## config.mk

```make
export PLATFORM = sky130hd
export DESIGN_NAME = mks_scanner
export DESIGN_NICKNAME = d
export VERILOG_FILES = /design/src/hdl/mks_pkg.sv /design/src/hdl/mks_sync.sv /design/src/hdl/mks_scanner.sv
export SDC_FILE = /design/constraint.sdc
export NUM_CORES = 1
export LEC_CHECK = 0
export ABC_AREA = 1
export ABC_CLOCK_PERIOD_IN_PS = 4200
export BUFFER_PORTS_ARGS = -buffer_cell sky130_fd_sc_hd__buf_4
export CAP_MARGIN = 15
export CORE_AREA = 3 3 133 103
export DETAILED_ROUTE_END_ITERATION = 7
export DIE_AREA = 0 0 136 106
export PLACE_DENSITY = 0.79
export SLEW_MARGIN = 20
export SYNTH_ARGS = -nofsm -noshare
export SYNTH_HDL_FRONTEND = slang
export SYNTH_SLANG_ARGS = --single-unit
```

## constraint.sdc

```tcl
create_clock -name clk_i -period 4.2 [get_ports clk_i]
set_input_delay 0.63 -clock clk_i [delete_from_list [all_inputs] [get_ports clk_i]]
set_output_delay 0.63 -clock clk_i [all_outputs]
set_load 0.05 [all_outputs]
```

## src/hdl/mks_pkg.sv

```systemverilog
/*
 Constants shared by the matrix keypad scanner.
 Assumes a single 100 MHz clock domain and a synchronous active-low reset.
*/
// Functional notes
// RQ1 - Selection lines drive the eight low bits of the output word.
// RQ2 - Return lines sampled from input bits 0 to 7 under each selection.
// RQ3 - 64-bit image written to four consecutive 16-bit destination words.
// RQ4 - Full scan takes 24 scan cycles, then restarts continuously.
// RQ5 - Output bit 8 is a one-round flag, one cycle in every 24.
// RQ6 - On start of execution the scan begins at the first position.
// RQ7 - Program clears the work word before first-cycle use.
// RQ8 - No other function touches the scanner work word.
// RQ9 - I/O refreshed after each execution; input filter shorter than a cycle.
// RQ10 - One selection active at a time; row bits of selection k land at 8k.
package mks_pkg;
   // ===========================================================
   // Scan geometry and timing
   // ===========================================================
   localparam int unsigned MKS_LINES      = 8;
   localparam int unsigned MKS_ROUND      = 24;
   localparam int unsigned MKS_STEP_W     = 5;
   localparam int unsigned MKS_FLAG_BIT   = 8;
   localparam int unsigned MKS_OUT_W      = 16;
   localparam int unsigned MKS_WORD_W     = 16;
   localparam int unsigned MKS_WORDS      = 4;
   localparam int unsigned MKS_STEPS_SEL  = 3;
   localparam logic [4:0]  MKS_LAST_STEP  = 5'h17;
   localparam logic [15:0] MKS_OUT_RESET  = 16'h0000;
   localparam logic [15:0] MKS_WORD_RESET = 16'h0000;

   typedef enum logic [1:0] {
      MKS_IDLE = 2'b00,
      MKS_SCAN = 2'b01
   } mks_state_t;
endpackage

```

## src/hdl/mks_sync.sv

```systemverilog
/*
 Two-flop synchroniser for a bus of asynchronous levels.
 Assumes the input is quasi-static compared with the clock.
*/
`timescale 1ns/100ps
module mks_sync #(
   parameter int unsigned WIDTH = 8
) (
   input  wire logic             clk_i,
   input  wire logic             reset_n_i,
   input  wire logic [WIDTH-1:0] async_i,
   output logic      [WIDTH-1:0] sync_o
);
   logic [WIDTH-1:0] meta_q;
   logic [WIDTH-1:0] sync_q;

   always_ff @(posedge clk_i) begin
      if (!reset_n_i) begin
         meta_q <= '0;
         sync_q <= '0;
      end else begin
         meta_q <= async_i;
         sync_q <= meta_q;
      end
   end

   assign sync_o = sync_q;
endmodule

```

## src/hdl/mks_scanner.sv

```systemverilog
/*
 Matrix keypad scanner: drives one of eight selection lines at a time, samples
 eight return lines, and builds a 64-bit image in four 16-bit words.
 Assumes a passive switch matrix; return lines are asynchronous pins.
 One scan step takes one clock while run_i is high (24 steps per round).
*/
`timescale 1ns/100ps
module mks_scanner
   import mks_pkg::*;
(
   input  wire logic                        clk_i,
   input  wire logic                        reset_n_i,
   input  wire logic                        run_i,
   input  wire logic [mks_pkg::MKS_LINES-1:0] return_i,
   output logic [mks_pkg::MKS_OUT_W-1:0]    out_word_o,
   output logic [mks_pkg::MKS_WORD_W-1:0]   dest0_o,
   output logic [mks_pkg::MKS_WORD_W-1:0]   dest1_o,
   output logic [mks_pkg::MKS_WORD_W-1:0]   dest2_o,
   output logic [mks_pkg::MKS_WORD_W-1:0]   dest3_o,
   output logic                             round_o,
   output logic                             operation_fault_flag_o
);
   import mks_pkg::*;

   // ===========================================================
   // Input synchronisation
   // ===========================================================
   logic [MKS_LINES-1:0] ret_sync;

   mks_sync #(
      .WIDTH (MKS_LINES)
   ) u_sync (
      .clk_i     (clk_i),
      .reset_n_i (reset_n_i),
      .async_i   (return_i),
      .sync_o    (ret_sync)
   );

   // ===========================================================
   // Scan sequencer
   // ===========================================================
   // A round is 8 selections of 3 steps: drive, settle, sample.
   // The settle step covers the two-flop delay on the return lines.
   mks_state_t            state_q, state_d;
   logic [MKS_STEP_W-1:0] step_q, step_d;
   logic                  start;
   logic                  active;
   logic                  wrap;
   logic [MKS_STEP_W-1:0] next_step;

   function automatic logic [2:0] sel_of(input logic [MKS_STEP_W-1:0] s);
      logic [MKS_STEP_W-1:0] q;
      q = s / MKS_STEP_W'(MKS_STEPS_SEL);
      return q[2:0];
   endfunction

   function automatic logic [1:0] phase_of(input logic [MKS_STEP_W-1:0] s);
      logic [MKS_STEP_W-1:0] r;
      r = s % MKS_STEP_W'(MKS_STEPS_SEL);
      return r[1:0];
   endfunction

   function automatic logic [MKS_STEP_W-1:0] step_after(input logic [MKS_STEP_W-1:0] s);
      logic [MKS_STEP_W-1:0] n;
      if (s == MKS_LAST_STEP) begin
         n = '0;
      end else begin
         n = s + MKS_STEP_W'(1);
      end
      return n;
   endfunction

   // Shared decode of where the sequencer stands this cycle
   always_comb begin
      start     = (state_q == MKS_IDLE) && run_i;
      active    = (state_q == MKS_SCAN) && run_i;
      wrap      = active && (step_q == MKS_LAST_STEP);
      next_step = step_after(step_q);
   end

   always_comb begin
      state_d = state_q;
      step_d  = step_q;
      unique case (state_q)
         MKS_IDLE: begin
            if (run_i) begin
               state_d = MKS_SCAN;
               step_d  = '0;                                   // [RQ6]
            end
         end
         MKS_SCAN: begin
            if (run_i) begin
               step_d = next_step;                             // [RQ4]
            end else begin
               // Position is dropped on purpose: a restart always begins a round
               state_d = MKS_IDLE;
            end
         end
         default: begin
            state_d = MKS_IDLE;
            step_d  = '0;
         end
      endcase
   end

   always_ff @(posedge clk_i) begin
      if (!reset_n_i) begin
         state_q <= MKS_IDLE;
         step_q  <= '0;
      end else begin
         state_q <= state_d;
         step_q  <= step_d;
      end
   end

   // ===========================================================
   // Selection word
   // ===========================================================
   // Built from the next step so the pins change with the step register
   logic [MKS_OUT_W-1:0] out_q, out_d;

   always_comb begin
      out_d = MKS_OUT_RESET;
      if (start) begin
         out_d[0] = 1'b1;                                      // [RQ1] [RQ6]
      end else if (active) begin
         out_d[sel_of(next_step)] = 1'b1;                      // [RQ1] [RQ10]
         out_d[MKS_FLAG_BIT]      = wrap;                      // [RQ5]
      end
   end

   always_ff @(posedge clk_i) begin
      if (!reset_n_i) begin
         out_q <= MKS_OUT_RESET;
      end else begin
         out_q <= out_d;
      end
   end

   // ===========================================================
   // Image capture
   // ===========================================================
   // The image is not cleared on stop; every row is rewritten in a round
   logic [63:0] img_q, img_d;
   logic [2:0]  cap_sel;
   logic        capture;

   always_comb begin
      cap_sel = sel_of(step_q);
      capture = active && (phase_of(step_q) == 2'h2);
      img_d   = img_q;
      if (capture) begin
         img_d[8*cap_sel +: 8] = ret_sync;                     // [RQ2] [RQ10]
      end
   end

   always_ff @(posedge clk_i) begin
      if (!reset_n_i) begin
         img_q <= '0;
      end else begin
         img_q <= img_d;
      end
   end

   // ===========================================================
   // Destination words
   // ===========================================================
   // All four words move together so a reader never sees a torn image
   logic [MKS_WORD_W-1:0] dst_q [MKS_WORDS];
   logic [MKS_WORD_W-1:0] dst_d [MKS_WORDS];

   always_comb begin
      dst_d = dst_q;
      if (wrap) begin
         for (int w = 0; w < MKS_WORDS; w++) begin
            dst_d[w] = img_d[16*w +: 16];                      // [RQ3]
         end
      end
   end

   always_ff @(posedge clk_i) begin
      if (!reset_n_i) begin
         for (int w = 0; w < MKS_WORDS; w++) begin
            dst_q[w] <= MKS_WORD_RESET;
         end
      end else begin
         dst_q <= dst_d;
      end
   end

   // ===========================================================
   // Status flags
   // ===========================================================
   logic round_q, round_d;
   logic fault_q, fault_d;

   always_comb begin
      round_d = wrap;                                          // [RQ5]
      // This operation has no fault condition
      fault_d = 1'b0;
   end

   always_ff @(posedge clk_i) begin
      if (!reset_n_i) begin
         round_q <= 1'b0;
         fault_q <= 1'b0;
      end else begin
         round_q <= round_d;
         fault_q <= fault_d;
      end
   end

   // ===========================================================
   // Outputs
   // ===========================================================
   assign out_word_o             = out_q;
   assign dest0_o                = dst_q[0];
   assign dest1_o                = dst_q[1];
   assign dest2_o                = dst_q[2];
   assign dest3_o                = dst_q[3];
   assign round_o                = round_q;
   assign operation_fault_flag_o = fault_q;
endmodule

```

## Word-level counts from Yosys, hierarchy flattened

Cells that the tools add are included.

- $add $sub $neg: 2
- Divide/modulo/power cells: 3
- Magnitude comparators: 2
- Equality and inequality tests: 6
- Shift operators: 2
- Muxes and demuxes: 13
- Bitwise logic cells: 2
- Reduce and logical (&&, ||, !) cells: 10

Operators with widths:

| cell | number |
|---|---|
| 64-bit bitwise mux | 1 |
| 64-bit two-way mux | 1 |
| 8-bit by 34-bit variable shift with 64-bit output (first input constant) | 1 |
| 8-bit by 34-bit variable part select with 64-bit output | 1 |
| 6-bit negator with 34-bit output | 1 |
| 5-bit two-way mux | 3 |
| 5-bit by 2-bit divider with 5-bit output (second input constant) | 2 |
| 5-bit case mux with 2 select lines | 1 |
| 2-bit != test (second input constant) | 3 |
| 5-bit by 1-bit adder with 5-bit output (second input constant) | 1 |
| 5-bit == test (second input constant) | 1 |
| 1-bit logical AND | 5 |
| 3-bit by 5-bit < comparator with 1-bit output (second input constant) | 1 |
| 5-bit by 2-bit modulo with 5-bit output (second input constant) | 1 |
| 2-bit two-way mux | 2 |
| 2-bit case mux with 2 select lines | 1 |
| 2-bit AND reduction | 2 |
| 1-bit demux with 3-bit select | 1 |
| 3-bit by 1-bit >= comparator with 1-bit output (second input constant) | 1 |
| 1-bit two-way mux | 3 |
| 3-bit OR reduction | 1 |
| 2-bit by 1-bit == test with 1-bit output (second input constant) | 1 |
| 2-bit == test (second input constant) | 1 |
| 2-bit logical NOT | 1 |
| other kinds (2) | 3 |

- Register bits after elaboration: 168
- Input bits: 11
- Output and inout bits: 82
- Word-level logic and storage cells: 53

## Depth between registers and ports, before layout

Gate-level depths: netlist (run 1).

- Depth in word-level cells: 9
- Mapped depth: 30

## Cells and area by module

Synthesis (run 1) repeated with hierarchy kept, for this count alone.

- Cells, all modules: 986
- Area total of the unflattened synthesis: 7,179.4 µm²

By module, submodules not included:

| module | instances | cells each | area each (µm²) |
|---|---|---|---|
| mks_scanner | 1 | 936 | 6,695.2 |
| mks_sync | 1 | 50 | 484.2 |

## Least setup slack after synthesis (run 1)

OpenSTA, ideal clock, no wires.

- Kind: register to register
- Start: register step_q[0]
- End: register dst_q (netlist bit dest0_o[0])
- Data arrival time: 3,765 ps
- Path slack: 326 ps
- Cell stages (with the launch flop): 30
- Path buffers: 1
- Clock period less this slack: 3,874 ps
- Path through: dfxtp_1 > inv_2 > ha_1 > nand2_1 > inv_1 > nand2_1 > nand2_1 > nand2_2 > nand2_2 > nand2_2 > nand4_1 > nand3_1 > nand2_2 > nand2_1 > inv_1 > ha_1 > inv_1 > nand2_1 > a21oi_1 > buf_2 > ha_1 > ha_1 > inv_1 > nand2_1 > nor3_4 > nand2_2 > nand2_1 > nand3_1 > nand2_1 > inv_1

- Word-level cells in the longest chain between the ends: 5
- Elaborated cells on any way between the ends: 11
- Those cells by class: add/sub: 1; div: 2; eq/ne: 2; shift: 2; mux: 2; reduce/logical: 2

RTL lines:

| what | RTL line | source |
|---|---|---|
| from (decl) | mks_scanner.sv:45 | `logic [MKS_STEP_W-1:0] step_q, step_d;` |
| from (signal assigned) | mks_scanner.sv:112 | `step_q <= step_d;` |
| 5-bit by 2-bit divider with 5-bit output | mks_scanner.sv:53 | `q = s / MKS_STEP_W'(MKS_STEPS_SEL);` |
| 6-bit negator with 34-bit output | mks_scanner.sv:153 | `img_d[8*cap_sel +: 8] = ret_sync;` |
| 8-bit by 34-bit variable part select with 64-bit output or 8-bit by 34-bit variable shift with 64-bit output (tied branches) | mks_scanner.sv:153 |  |
| 64-bit bitwise mux | mks_scanner.sv:153 |  |
| 64-bit two-way mux | mks_scanner.sv:152 | `if (capture) begin` |
| to (signal assigned) | mks_scanner.sv:187 | `dst_q <= dst_d;` |
| to (decl) | mks_scanner.sv:169 | `logic [MKS_WORD_W-1:0] dst_q [MKS_WORDS];` |

Several ways; a longest one is shown, not always the timed one.
A chain may end at the register's enable or synchronous reset.

## Worst setup path in the final report (run 1)

- Start: register step_q[1]
- End: register dst_q (netlist bit dest3_o[7])

Same word-level chain as after synthesis.

==> results.json, run 1 <==
{
  "cts_tree": "built",
  "synthToLayoutAreaGrowth_pct": 20.2,
  "async_reset_ff_share_pct": 0,
  "diodes": 0,
  "p_leak_nw": 4.17,
  "fp.dieH_um": 106,
  "multiInputGateArea_um2": 3240,
  "n_fill_cell": 1026,
  "vias_per_cell": 5.04,
  "ys_ff_latch": 160,
  "yosys.area.top_type": "dfxtp_1",
  "cts_hold_buf": 0,
  "initial_core_util_pct": 57.9,
  "grt_pass1_vias": 5736,
  "cellPowerDensity_nw_per_um2": 386,
  "final_util_pct": 69.7,
  "drc_errors": 0,
  "synth_area_um2": 7160,
  "drt-initial-drc-count": 658,
  "synth.most_common_cell": "nand2_1",
  "cp.arrival_ns": 4.21,
  "cts_sinks": 160,
  "ys_seq_area_share_pct": 44.8,
  "fin_skew_ns": 0.00816,
  "maxSlewHeadroom_pct": 60.0,
  "setup_violations": 0,
  "worstPathRequired_ns": 4.56,
  "synth_top_cells_by_count": "nand2_1, nor2_1, dfxtp_1",
  "fmaxAchievable_ghz": 0.260,
  "hold_ws_ns": 0.389,
  "cts_max_level": 4,
  "cts_buffer_depth": 2,
  "cts_root_buffer": "clkbuf_16",
  "core_um2": 12300,
  "core.rowCount": 35,
  "port_buffers": 84,
  "cp_max_fo": 14,
  "ant_nets": 0,
  "ys_warn_count": 0,
  "ir_worst_vdd_mv": 0.292,
  "grt_max_degree": 129,
  "die_area_um2": 14400,
  "hold_violations": 0,
  "crit_path_end_kind": "flip-flop",
  "tightest_slew_ns": 0.600,
  "clock_latency_ns": 0.42,
  "synthCells": 1016,
  "nets": 1122,
  "fin_crit_sh_pct": 91.6,
  "grt_antenna_before_repair": 0,
  "avgSynthCellArea_um2": 7.04,
  "drt_first_pass_iters": 6,
  "seq_area_um2": 3200,
  "globalRoute.totalOverflow": 0,
  "synth_edf_count": 0,
  "detailed_place_hpwl_um": 11400,
  "min_path_type": "in -> reg",
  "start_kind": "flip-flop",
  "wl_per_cell_um": 12.9,
  "synth_area_leaders": "dfxtp_1, nand2_1, nand3_1",
  "ios": 93,
  "synth_ff_type": "dfxtp_1",
  "path_class": "reg -> reg",
  "worstHoldStart": "return_i[2]",
  "die_width_um": 136,
  "synthDistinctLibCells": 35,
  "grt_pass1_wl_um": 27200,
  "synth_top_area_share_pct": 44.8,
  "finalMaxSlewViolations": 0,
  "timing.final.crit_period_ns": 3.85,
  "rr_startpoint": "step_q[1]",
  "cts.clk_slew.worst_paths_ns": 0.06,
  "layout-drive-gt1-share_pct": 16.8,
  "wirelength_um": 16500,
  "grt_usage_pct": 23.2,
  "outcome": "finished, final reports clean",
  "gp_congestion": 0.953,
  "maxCapViolations": 0,
  "startpoint": "step_q[1]",
  "numCtsBuffers": 17,
  "vias": 6422
}
## worst max-delay path: stages, from the launching register on
cell     delay, ns
dfxtp_2       0.41
inv_1         0.10
ha_1          0.18
nand2_1       0.06
inv_1         0.04
nand2_1       0.07
nand2_1       0.06
nand2_2       0.07
nand3_2       0.10
nand4_1       0.19
nand3_1       0.17
nand2_2       0.13
nand2_1       0.08
inv_1         0.10
ha_1          0.22
inv_1         0.10
nand2_1       0.09
a21oi_2       0.04
ha_1          0.19
ha_1          0.18
inv_1         0.17
nand4_2       0.20
nor2_4        0.25
buf_6         0.19
nand3_1       0.15
nand3_1       0.14
nand2_1       0.05
inv_1         0.04
## flip-flops by register name (all words and copies together) (netlist names), 5 cells and up
| signal | count |
|---|---|
| dest2_o | 16 |
| dest0_o | 16 |
| img_q | 64 |
| u_sync.meta_q | 8 |
| step_q | 5 |
| out_word_o | 9 |
| dest3_o | 16 |
| dest1_o | 16 |
| u_sync.sync_o | 8 |
## where the power goes
group	switching (mW)	internal [mW]
logic	0.125	0.0546
registers	0.0119	1.53
clock network	0.635	0.961
total	0.771	2.55
## repair_timing
item / CTS / global route
resized for setup: 0 / 11
buffers inserted: 0 / 6
endpoints found under the setup margin: 0 / 128
## layout by cell type (no fill, tap or decap), types with 2 or more instances in the layout
master      Yosys  final
a21oi_1        72     71
buf_4          14    101
buf_6           0      2
bufinv_16       0      3
clkbuf_16       0     17
clkinv_2        0      3
clkinvlp_4      0      3
conb_1          1      8
dfxtp_1       160    159
ha_1           15     15
inv_1         137    135
inv_2           5      6
inv_6           0      4
nand2_1       221    218
nand2_2         9     12
nand2_4         2      2
nand3_1       125    125
nand3_2         8      7
nand3_4         2      3
nand3b_1        5      5
nand4_1         4      4
nand4_2         3      3
nor2_1        162    161
nor2_4          4      7
nor3_1          7      7
nor3_4          2      2
o21ai_0         9      9
o21ai_1         2      2
## final timing paths
kind	endpoint	slack, ns	cells past startpoint
hold / removal	u_sync.meta_q[2]	0.39	3
setup reg to reg	dest3_o[7]	0.35	27
hold reg to reg	u_sync.sync_o[0]	0.41	2
setup / recovery	dest3_o[7]	0.35	27
## cell type report
class,instances,area share [%]
Clock buffer,18,5.10
Clock inverter,14,2.07
Inverter,142,6.21
Multi-Input combinational cell,671,37.7
Sequential cell,160,37.2
Tap cell,166,2.41
Timing Repair Buffer,104,9.31
## metrics by stage
stage	setup slack, ns	instance area (µm²)	instances	power, mW	TNS, ns
after floorplan	0.326	7180	1023	1.72	0
after global placement	0.346	7900	1237	1.76	0
after detailed placement	0.198	7900	1237	1.76	0
after CTS	0.169	8520	1269	3.34	0
after global routing	-0.00367	8600	1275	3.43	-0.00622
final	0.351	8600	1275	3.32	0
## per-layer routing
layer | GRT usage [%] | wire, µm | vias up
met5 | 0 | 0 | -
met4 | 6.33 | 285 | 0
met3 | 6.48 | 1180 | 33
met2 | 35.1 | 7270 | 216
met1 | 32.4 | 7730 | 2857
li1 | - | - | 3316
## cells by family after synthesis
| kind of cell | Yosys count | share of synthesized area, % |
|---|---|---|
| fa+ha+maj | 15 | 2.62 |
| simple gates | 558 | 34.9 |
| other cells | 1 | 0.0524 |
| xor+xnor | 1 | 0.122 |
| compound gates | 89 | 6.68 |
| buf+inv | 192 | 10.8 |
| flops | 160 | 44.8 |
Note: power is estimated with default switching activity, not from simulation.
==> inputs of run 2 (changes only) <==
ABC_AREA = 0   (was 1)
CTS_CLUSTER_SIZE = 40   (was default)
PLACE_DENSITY = 0.78   (was 0.79)
==> results.json, run 2 <==
{
  "outcome": "finished, final reports clean",
  "synth_top_area_share_pct": 44.8,
  "gp_congestion": 0.884,
  "cellPowerDensity_nw_per_um2": 351,
  "clock_latency_ns": 0.42,
  "synthToLayoutAreaGrowth_pct": 31.2,
  "grt_usage_pct": 25.6,
  "numCtsBuffers": 17,
  "core.rowCount": 35,
  "vias": 6040,
  "final_cell_mix": "dfxtp_1, buf_4, nor2b_1, a21oi_1, o21ai_0",
  "crit_chain": "ha_4 > o32a_1 > a2111oi_4 > nor2_2 > ha_2 > or2_4 > a2111oi_4 > nor3_4 > a21oi_2 > ha_2 > ha_4 > nand2_2 > or4_4 > nor4_4 > buf_12 > mux2i_4 > a21oi_1",
  "detailed_place_hpwl_um": 12600,
  "async_reset_ff_share_pct": 0,
  "ys_seq_area_share_pct": 44.8,
  "synthCells": 759,
  "maxSlewHeadroom_pct": 33.8,
  "yosys.area.top_type": "dfxtp_1",
  "power_frac_clock_pct": 45.1,
  "grt_pass1_vias": 5768,
  "layout-drive-gt1-share_pct": 29.8,
  "largest_register_ffs": 64,
  "avgSynthCellArea_um2": 9.42,
  "wl_per_cell_um": 17.9,
  "fin_crit_sh_pct": 99.2,
  "crit_path_top_delay_cell": "or4_4",
  "grt_antenna_before_repair": 0,
  "synthDistinctLibCells": 73,
  "p_seq_share_pct": 47.0,
  "multiInputGateArea_um2": 4130,
  "cts_buffer_depth": 2,
  "crit_path_end_kind": "flip-flop",
  "path_class": "reg -> reg",
  "drc_errors": 0,
  "cts_hold_buf": 0,
  "synth_edf_count": 0,
  "p_int_mw": 2.41,
  "fmaxAchievable_ghz": 0.240,
  "vias_per_cell": 5.75,
  "combPwrFrac_pct": 8.0,
  "nets": 897,
  "diodes": 0,
  "initial_core_util_pct": 57.9,
  "timing.final.crit_period_ns": 4.17,
  "ant_nets": 0,
  "synth_area_leaders": "dfxtp_1, mux2i_1, nor2b_1",
  "drt-initial-drc-count": 455,
  "p_sw_mw": 0.877,
  "die_width_um": 136,
  "ios": 93,
  "port_buffers": 84,
  "worstPathRequired_ns": 4.47,
  "fin_skew_ns": 0.00942,
  "die_area_um2": 14400,
  "ir_worst_vdd_mv": 0.317,
  "cts.clk_slew.worst_paths_ns": 0.07,
  "grt_pass1_wl_um": 29800,
  "report.power.total_mw": 3.29,
  "grt_max_degree": 95,
  "ys_warn_count": 0,
  "cts_root_buffer": "clkbuf_16",
  "finalWorstSetupSlack_ns": 0.0321,
  "cpPeakStageDelay_ns": 0.42,
  "globalRoute.totalOverflow": 0,
  "cp_max_fo": 8,
  "synth_ff_type": "dfxtp_1",
  "min_path_type": "in -> reg",
  "rsz0062_at_grt": "true",
  "final_util_pct": 75.9,
  "cts_sinks": 160,
  "hold_violations": 0,
  "finalMaxSlewViolations": 0,
  "swShare_pct": 26.6,
  "largest-register": "img_q",
  "wirelength_um": 18700,
  "cts_max_level": 4,
  "fp.dieH_um": 106,
  "tightest_slew_ns": 0.991,
  "synth.most_common_cell": "dfxtp_1",
  "setup_violations": 0,
  "maxCapViolations": 0,
  "start_kind": "flip-flop",
  "seq_area_um2": 3200,
  "cp.arrival_ns": 4.43,
  "core_um2": 12300,
  "p_leak_nw": 3.47,
  "layout_commonest_cell": "dfxtp_1",
  "r2r_cells": 17,
  "synth_top_cells_by_count": "dfxtp_1, nor2b_1, o21ai_0",
  "drt_first_pass_iters": 6,
  "n_fill_cell": 822,
  "synth_area_um2": 7150,
  "whs_path_depth": 2,
  "ys_ff_latch": 160,
  "cts_tree": "built",
  "pre_cts_ws_ns": -0.0908
}
-- run 2: changes by cell type after synthesis, moves of 13 or more --
cell,before,now
nand2_1,221,49
a21oi_1,72,53
nor2b_1,0,70
nor2_1,162,19
inv_1,137,12
a21boi_0,0,18
o21ai_0,9,63
and2_1,0,30
nand3_1,125,17
mux2i_1,0,56
clkbuf_1,29,42
-- run 2: timing repair --
action                                  4_1_cts  5_1_grt
setup buffers                                 1        2
pin swaps                                     1        1
gates resized for setup                      12       57
endpoints found under the setup margin       58       85
-- run 2: area by class of cell --
type / instances / area share (%)
flip-flops and latches: 160 / 34.2
clock buffers: 17 / 4.54
repair buffers: 145 / 12.8
inverters: 14 / 0.694
well taps: 166 / 2.22
multi-input cells: 533 / 44.0
clock inverters: 15 / 1.60
-- run 2: path summary, 6_finish.rpt --
check,startpoint,endpoint,slack [ns]
worst max-delay path,step_q[4],dest1_o[5],0.03
worst max register to register,step_q[4],dest1_o[5],0.03
worst min register to register,u_sync.meta_q[6],u_sync.sync_o[6],0.44
worst min-delay path,return_i[3],u_sync.meta_q[3],0.42
-- run 2: cells by family (layout without fill, tap and decap cells) --
group | after synthesis | in the layout | synth area share, %
and+or+nand+nor | 249 | 249 | 20.6
AOI/OAI and AO/OA | 201 | 201 | 18.8
DFF | 160 | 160 | 44.8
buffers and inverters | 73 | 191 | 4.74
muxes | 56 | 56 | 7.84
adders and majority gates | 15 | 15 | 2.63
xor gates and xnor gates | 4 | 4 | 0.595
other | 1 | 8 | 0.0525
-- run 2: worst max-delay path: cells and delay by family (launching register included) --
family          cells  cell delay (ns)
compound gates      5             1.22
buf+inv             1             0.19
flops               1             0.38
simple gates        6             1.17
mux                 1             0.25
fa+ha+maj           4             0.80
-- run 2: layer usage --
| metal | share of wire (%) | track usage, % | up-vias |
|---|---|---|---|
| li1 | - | - | 2902 |
| met1 | 47 | 37.2 | 2916 |
| met3 | 5.2 | 4.78 | 26 |
| met4 | 1.3 | 5.76 | 0 |
| met5 | 0 | 0 | - |
| met2 | 47 | 39.7 | 196 |
-- run 2: power groups by stage --
| stage | combinational (mW) | clock (mW) | sequential, mW |
|---|---|---|---|
| 2_1_floorplan | 0.177 | 0 | 1.59 |
| 3_3_place_gp | 0.241 | 0 | 1.58 |
| 3_5_place_dp | 0.246 | 0 | 1.58 |
| 4_1_cts | 0.249 | 1.49 | 1.54 |
| 5_1_grt | 0.281 | 1.57 | 1.55 |
| 6_report | 0.262 | 1.48 | 1.55 |
-- run 2: through the flow --
step                      hold slack (ns)  instances  instance area (µm²)  setup TNS [ns]
after floorplan                     0.412        766                 7360          -61.82
after global routing                0.403       1050                 9380           -3.46
final                               0.418       1050                 9380               0
after detailed placement            0.419       1015                 8400          -0.764
after global placement              0.419       1015                 8400               0
after CTS                           0.403       1048                 9040               0
==> inputs of run 3 (changes only) <==
CORE_AREA = 3 3 131 101   (was 3 3 133 103)
CTS_BUF_LIST = sky130_fd_sc_hd__clkbuf_2 sky130_fd_sc_hd__clkbuf_4 sky130_fd_sc_hd__clkbuf_8   (was default)
DIE_AREA = 0 0 134 104   (was 0 0 136 106)
PLACE_DENSITY = 0.8   (was 0.78)
==> results.json, run 3 (synthesis gave the netlist of run 2 again) <==
{
  "core_um2": 12100,
  "cts_max_level": 4,
  "grt_pass1_vias": 5696,
  "swShare_pct": 27.5,
  "p_seq_share_pct": 51.1,
  "nets": 903,
  "finalMaxSlewViolations": 0,
  "cts_sinks": 160,
  "numCtsBuffers": 17,
  "tns_ns": -5.37,
  "crit_path_end_kind": "flip-flop",
  "setup_violations": 63,
  "gp_congestion": 0.964,
  "core.rowCount": 35,
  "port_buffers": 84,
  "wl_met1_um": 8330,
  "rsz0062_at_grt": "true",
  "r2r_slack_ns": -0.15,
  "power_frac_clock_pct": 39.8,
  "fin_skew_ns": 0.0180,
  "cp_max_fo": 8,
  "wl_met2_um": 8860,
  "violations": "setup timing",
  "initial_core_util_pct": 58.9,
  "grt_max_degree": 64,
  "largest-register": "img_q",
  "finalWorstSetupSlack_ns": -0.153,
  "tightest_slew_ns": 1.08,
  "wl_met3_um": 1280,
  "wl_per_cell_um": 17.7,
  "fmaxAchievable_ghz": 0.230,
  "path_class": "reg -> reg",
  "ir_worst_vdd_mv": 0.405,
  "grt_pass1_wl_um": 29000,
  "wirelength_um": 18700,
  "worstPathRequired_ns": 4.51,
  "highest_layer": "met4",
  "ios": 93,
  "drc_errors": 0,
  "die_area_um2": 13900,
  "cts_tree": "built",
  "drt_first_pass_iters": 6,
  "final_cell_mix": "dfxtp_1, buf_4, nor2b_1, o21ai_0, nand2_1",
  "min_path_type": "in -> reg",
  "timing.final.crit_period_ns": 4.35,
  "die_width_um": 134,
  "ant_nets": 0,
  "maxSlewHeadroom_pct": 28.1,
  "cp.arrival_ns": 4.66,
  "clock_latency_ns": 0.45,
  "cts_root_buffer": "clkbuf_8",
  "largest_register_ffs": 64,
  "cellPowerDensity_nw_per_um2": 324,
  "diodes": 0,
  "globalRoute.totalOverflow": 0,
  "synthToLayoutAreaGrowth_pct": 30.6,
  "cts.clk_slew.worst_paths_ns": 0.10,
  "grt_antenna_before_repair": 0,
  "layout_commonest_cell": "dfxtp_1",
  "detailed_place_hpwl_um": 12200,
  "combPwrFrac_pct": 9.0,
  "cts_buffer_depth": 2,
  "p_leak_nw": 3.43,
  "grt_usage_pct": 25.5,
  "hold_violations": 0,
  "layout-drive-gt1-share_pct": 31.3,
  "vias_per_cell": 5.78,
  "drt-initial-drc-count": 619,
  "report.power.total_mw": 3.02,
  "cts_hold_buf": 0,
  "maxCapViolations": 0,
  "p_int_mw": 2.19,
  "outcome": "finished, violations left",
  "fp.dieH_um": 104,
  "start_kind": "flip-flop",
  "fin_crit_sh_pct": 104,
  "p_sw_mw": 0.829,
  "vias": 6104
}
## run 3: power groups by stage
stage	combinational, mW	sequential (mW)	clock [mW]
after floorplan	0.177	1.59	0
after global placement	0.239	1.58	0
after detailed placement	0.246	1.58	0
after CTS	0.259	1.54	1.22
after global routing	0.291	1.55	1.29
final	0.273	1.54	1.20
## run 3: path summary, 6_finish.rpt
check	start	endpoint	depth (start not counted)
setup / recovery	step_q[3]	dest3_o[6]	19
hold / removal	return_i[3]	u_sync.meta_q[3]	2
setup reg to reg	step_q[3]	dest3_o[6]	19
hold reg to reg	u_sync.meta_q[4]	u_sync.sync_o[4]	1
## run 3: area by class of cell
class                      instances  area [µm²]
clock buffer                      17         234
clock inverter                    15         190
fill                             782        2800
inverter                          14        65.1
multi-input combinational        533        4160
sequential                       160        3210
tap                              166         208
timing repair buffer             151        1270
## run 3: worst max-delay path, cell delays in order, from the launching register on
cell and delay (ns):
dfxtp_4 0.38, ha_4 0.18, or2_4 0.24, o32a_1 0.21, a2111oi_4 0.32, nor2_1 0.11
ha_2 0.19, or2_4 0.25, a2111oi_4 0.38, nor3_4 0.07, a21oi_2 0.13, ha_2 0.21
ha_4 0.21, buf_6 0.12, nor2_4 0.08, nand4b_1 0.17, nor4_4 0.39, buf_12 0.21
mux2i_4 0.25, a21oi_1 0.09
## run 3: per-stage QoR
| stage | util (%) | worst slack, ns | hold WS [ns] | instance area, µm² | std cells |
|---|---|---|---|---|---|
| 2_1_floorplan | - | -0.789 | 0.412 | 7360 | 766 |
| 3_3_place_gp | 68.6 | 0.0431 | 0.413 | 8320 | 1006 |
| 3_5_place_dp | 68.6 | -0.179 | 0.417 | 8320 | 1006 |
| 4_1_cts | 73.5 | -0.0289 | 0.370 | 8910 | 1049 |
| 5_1_grt | 77.0 | -0.336 | 0.358 | 9340 | 1056 |
| 6_report | 77.0 | -0.153 | 0.385 | 9340 | 1056 |
## run 3: repair_timing
action                     CTS  global route
setup buffers               11             7
pin swaps                    8            15
setup endpoints to repair   64           118
hold endpoints to repair     0             0
resized for setup           17            73
## run 3: layer usage
metal | global-route usage (%) | vias up
li1 | - | 2912
met1 | 35.4 | 2925
met2 | 40.3 | 244
met3 | 6.72 | 23
met4 | 4.92 | 0
met5 | 0 | -
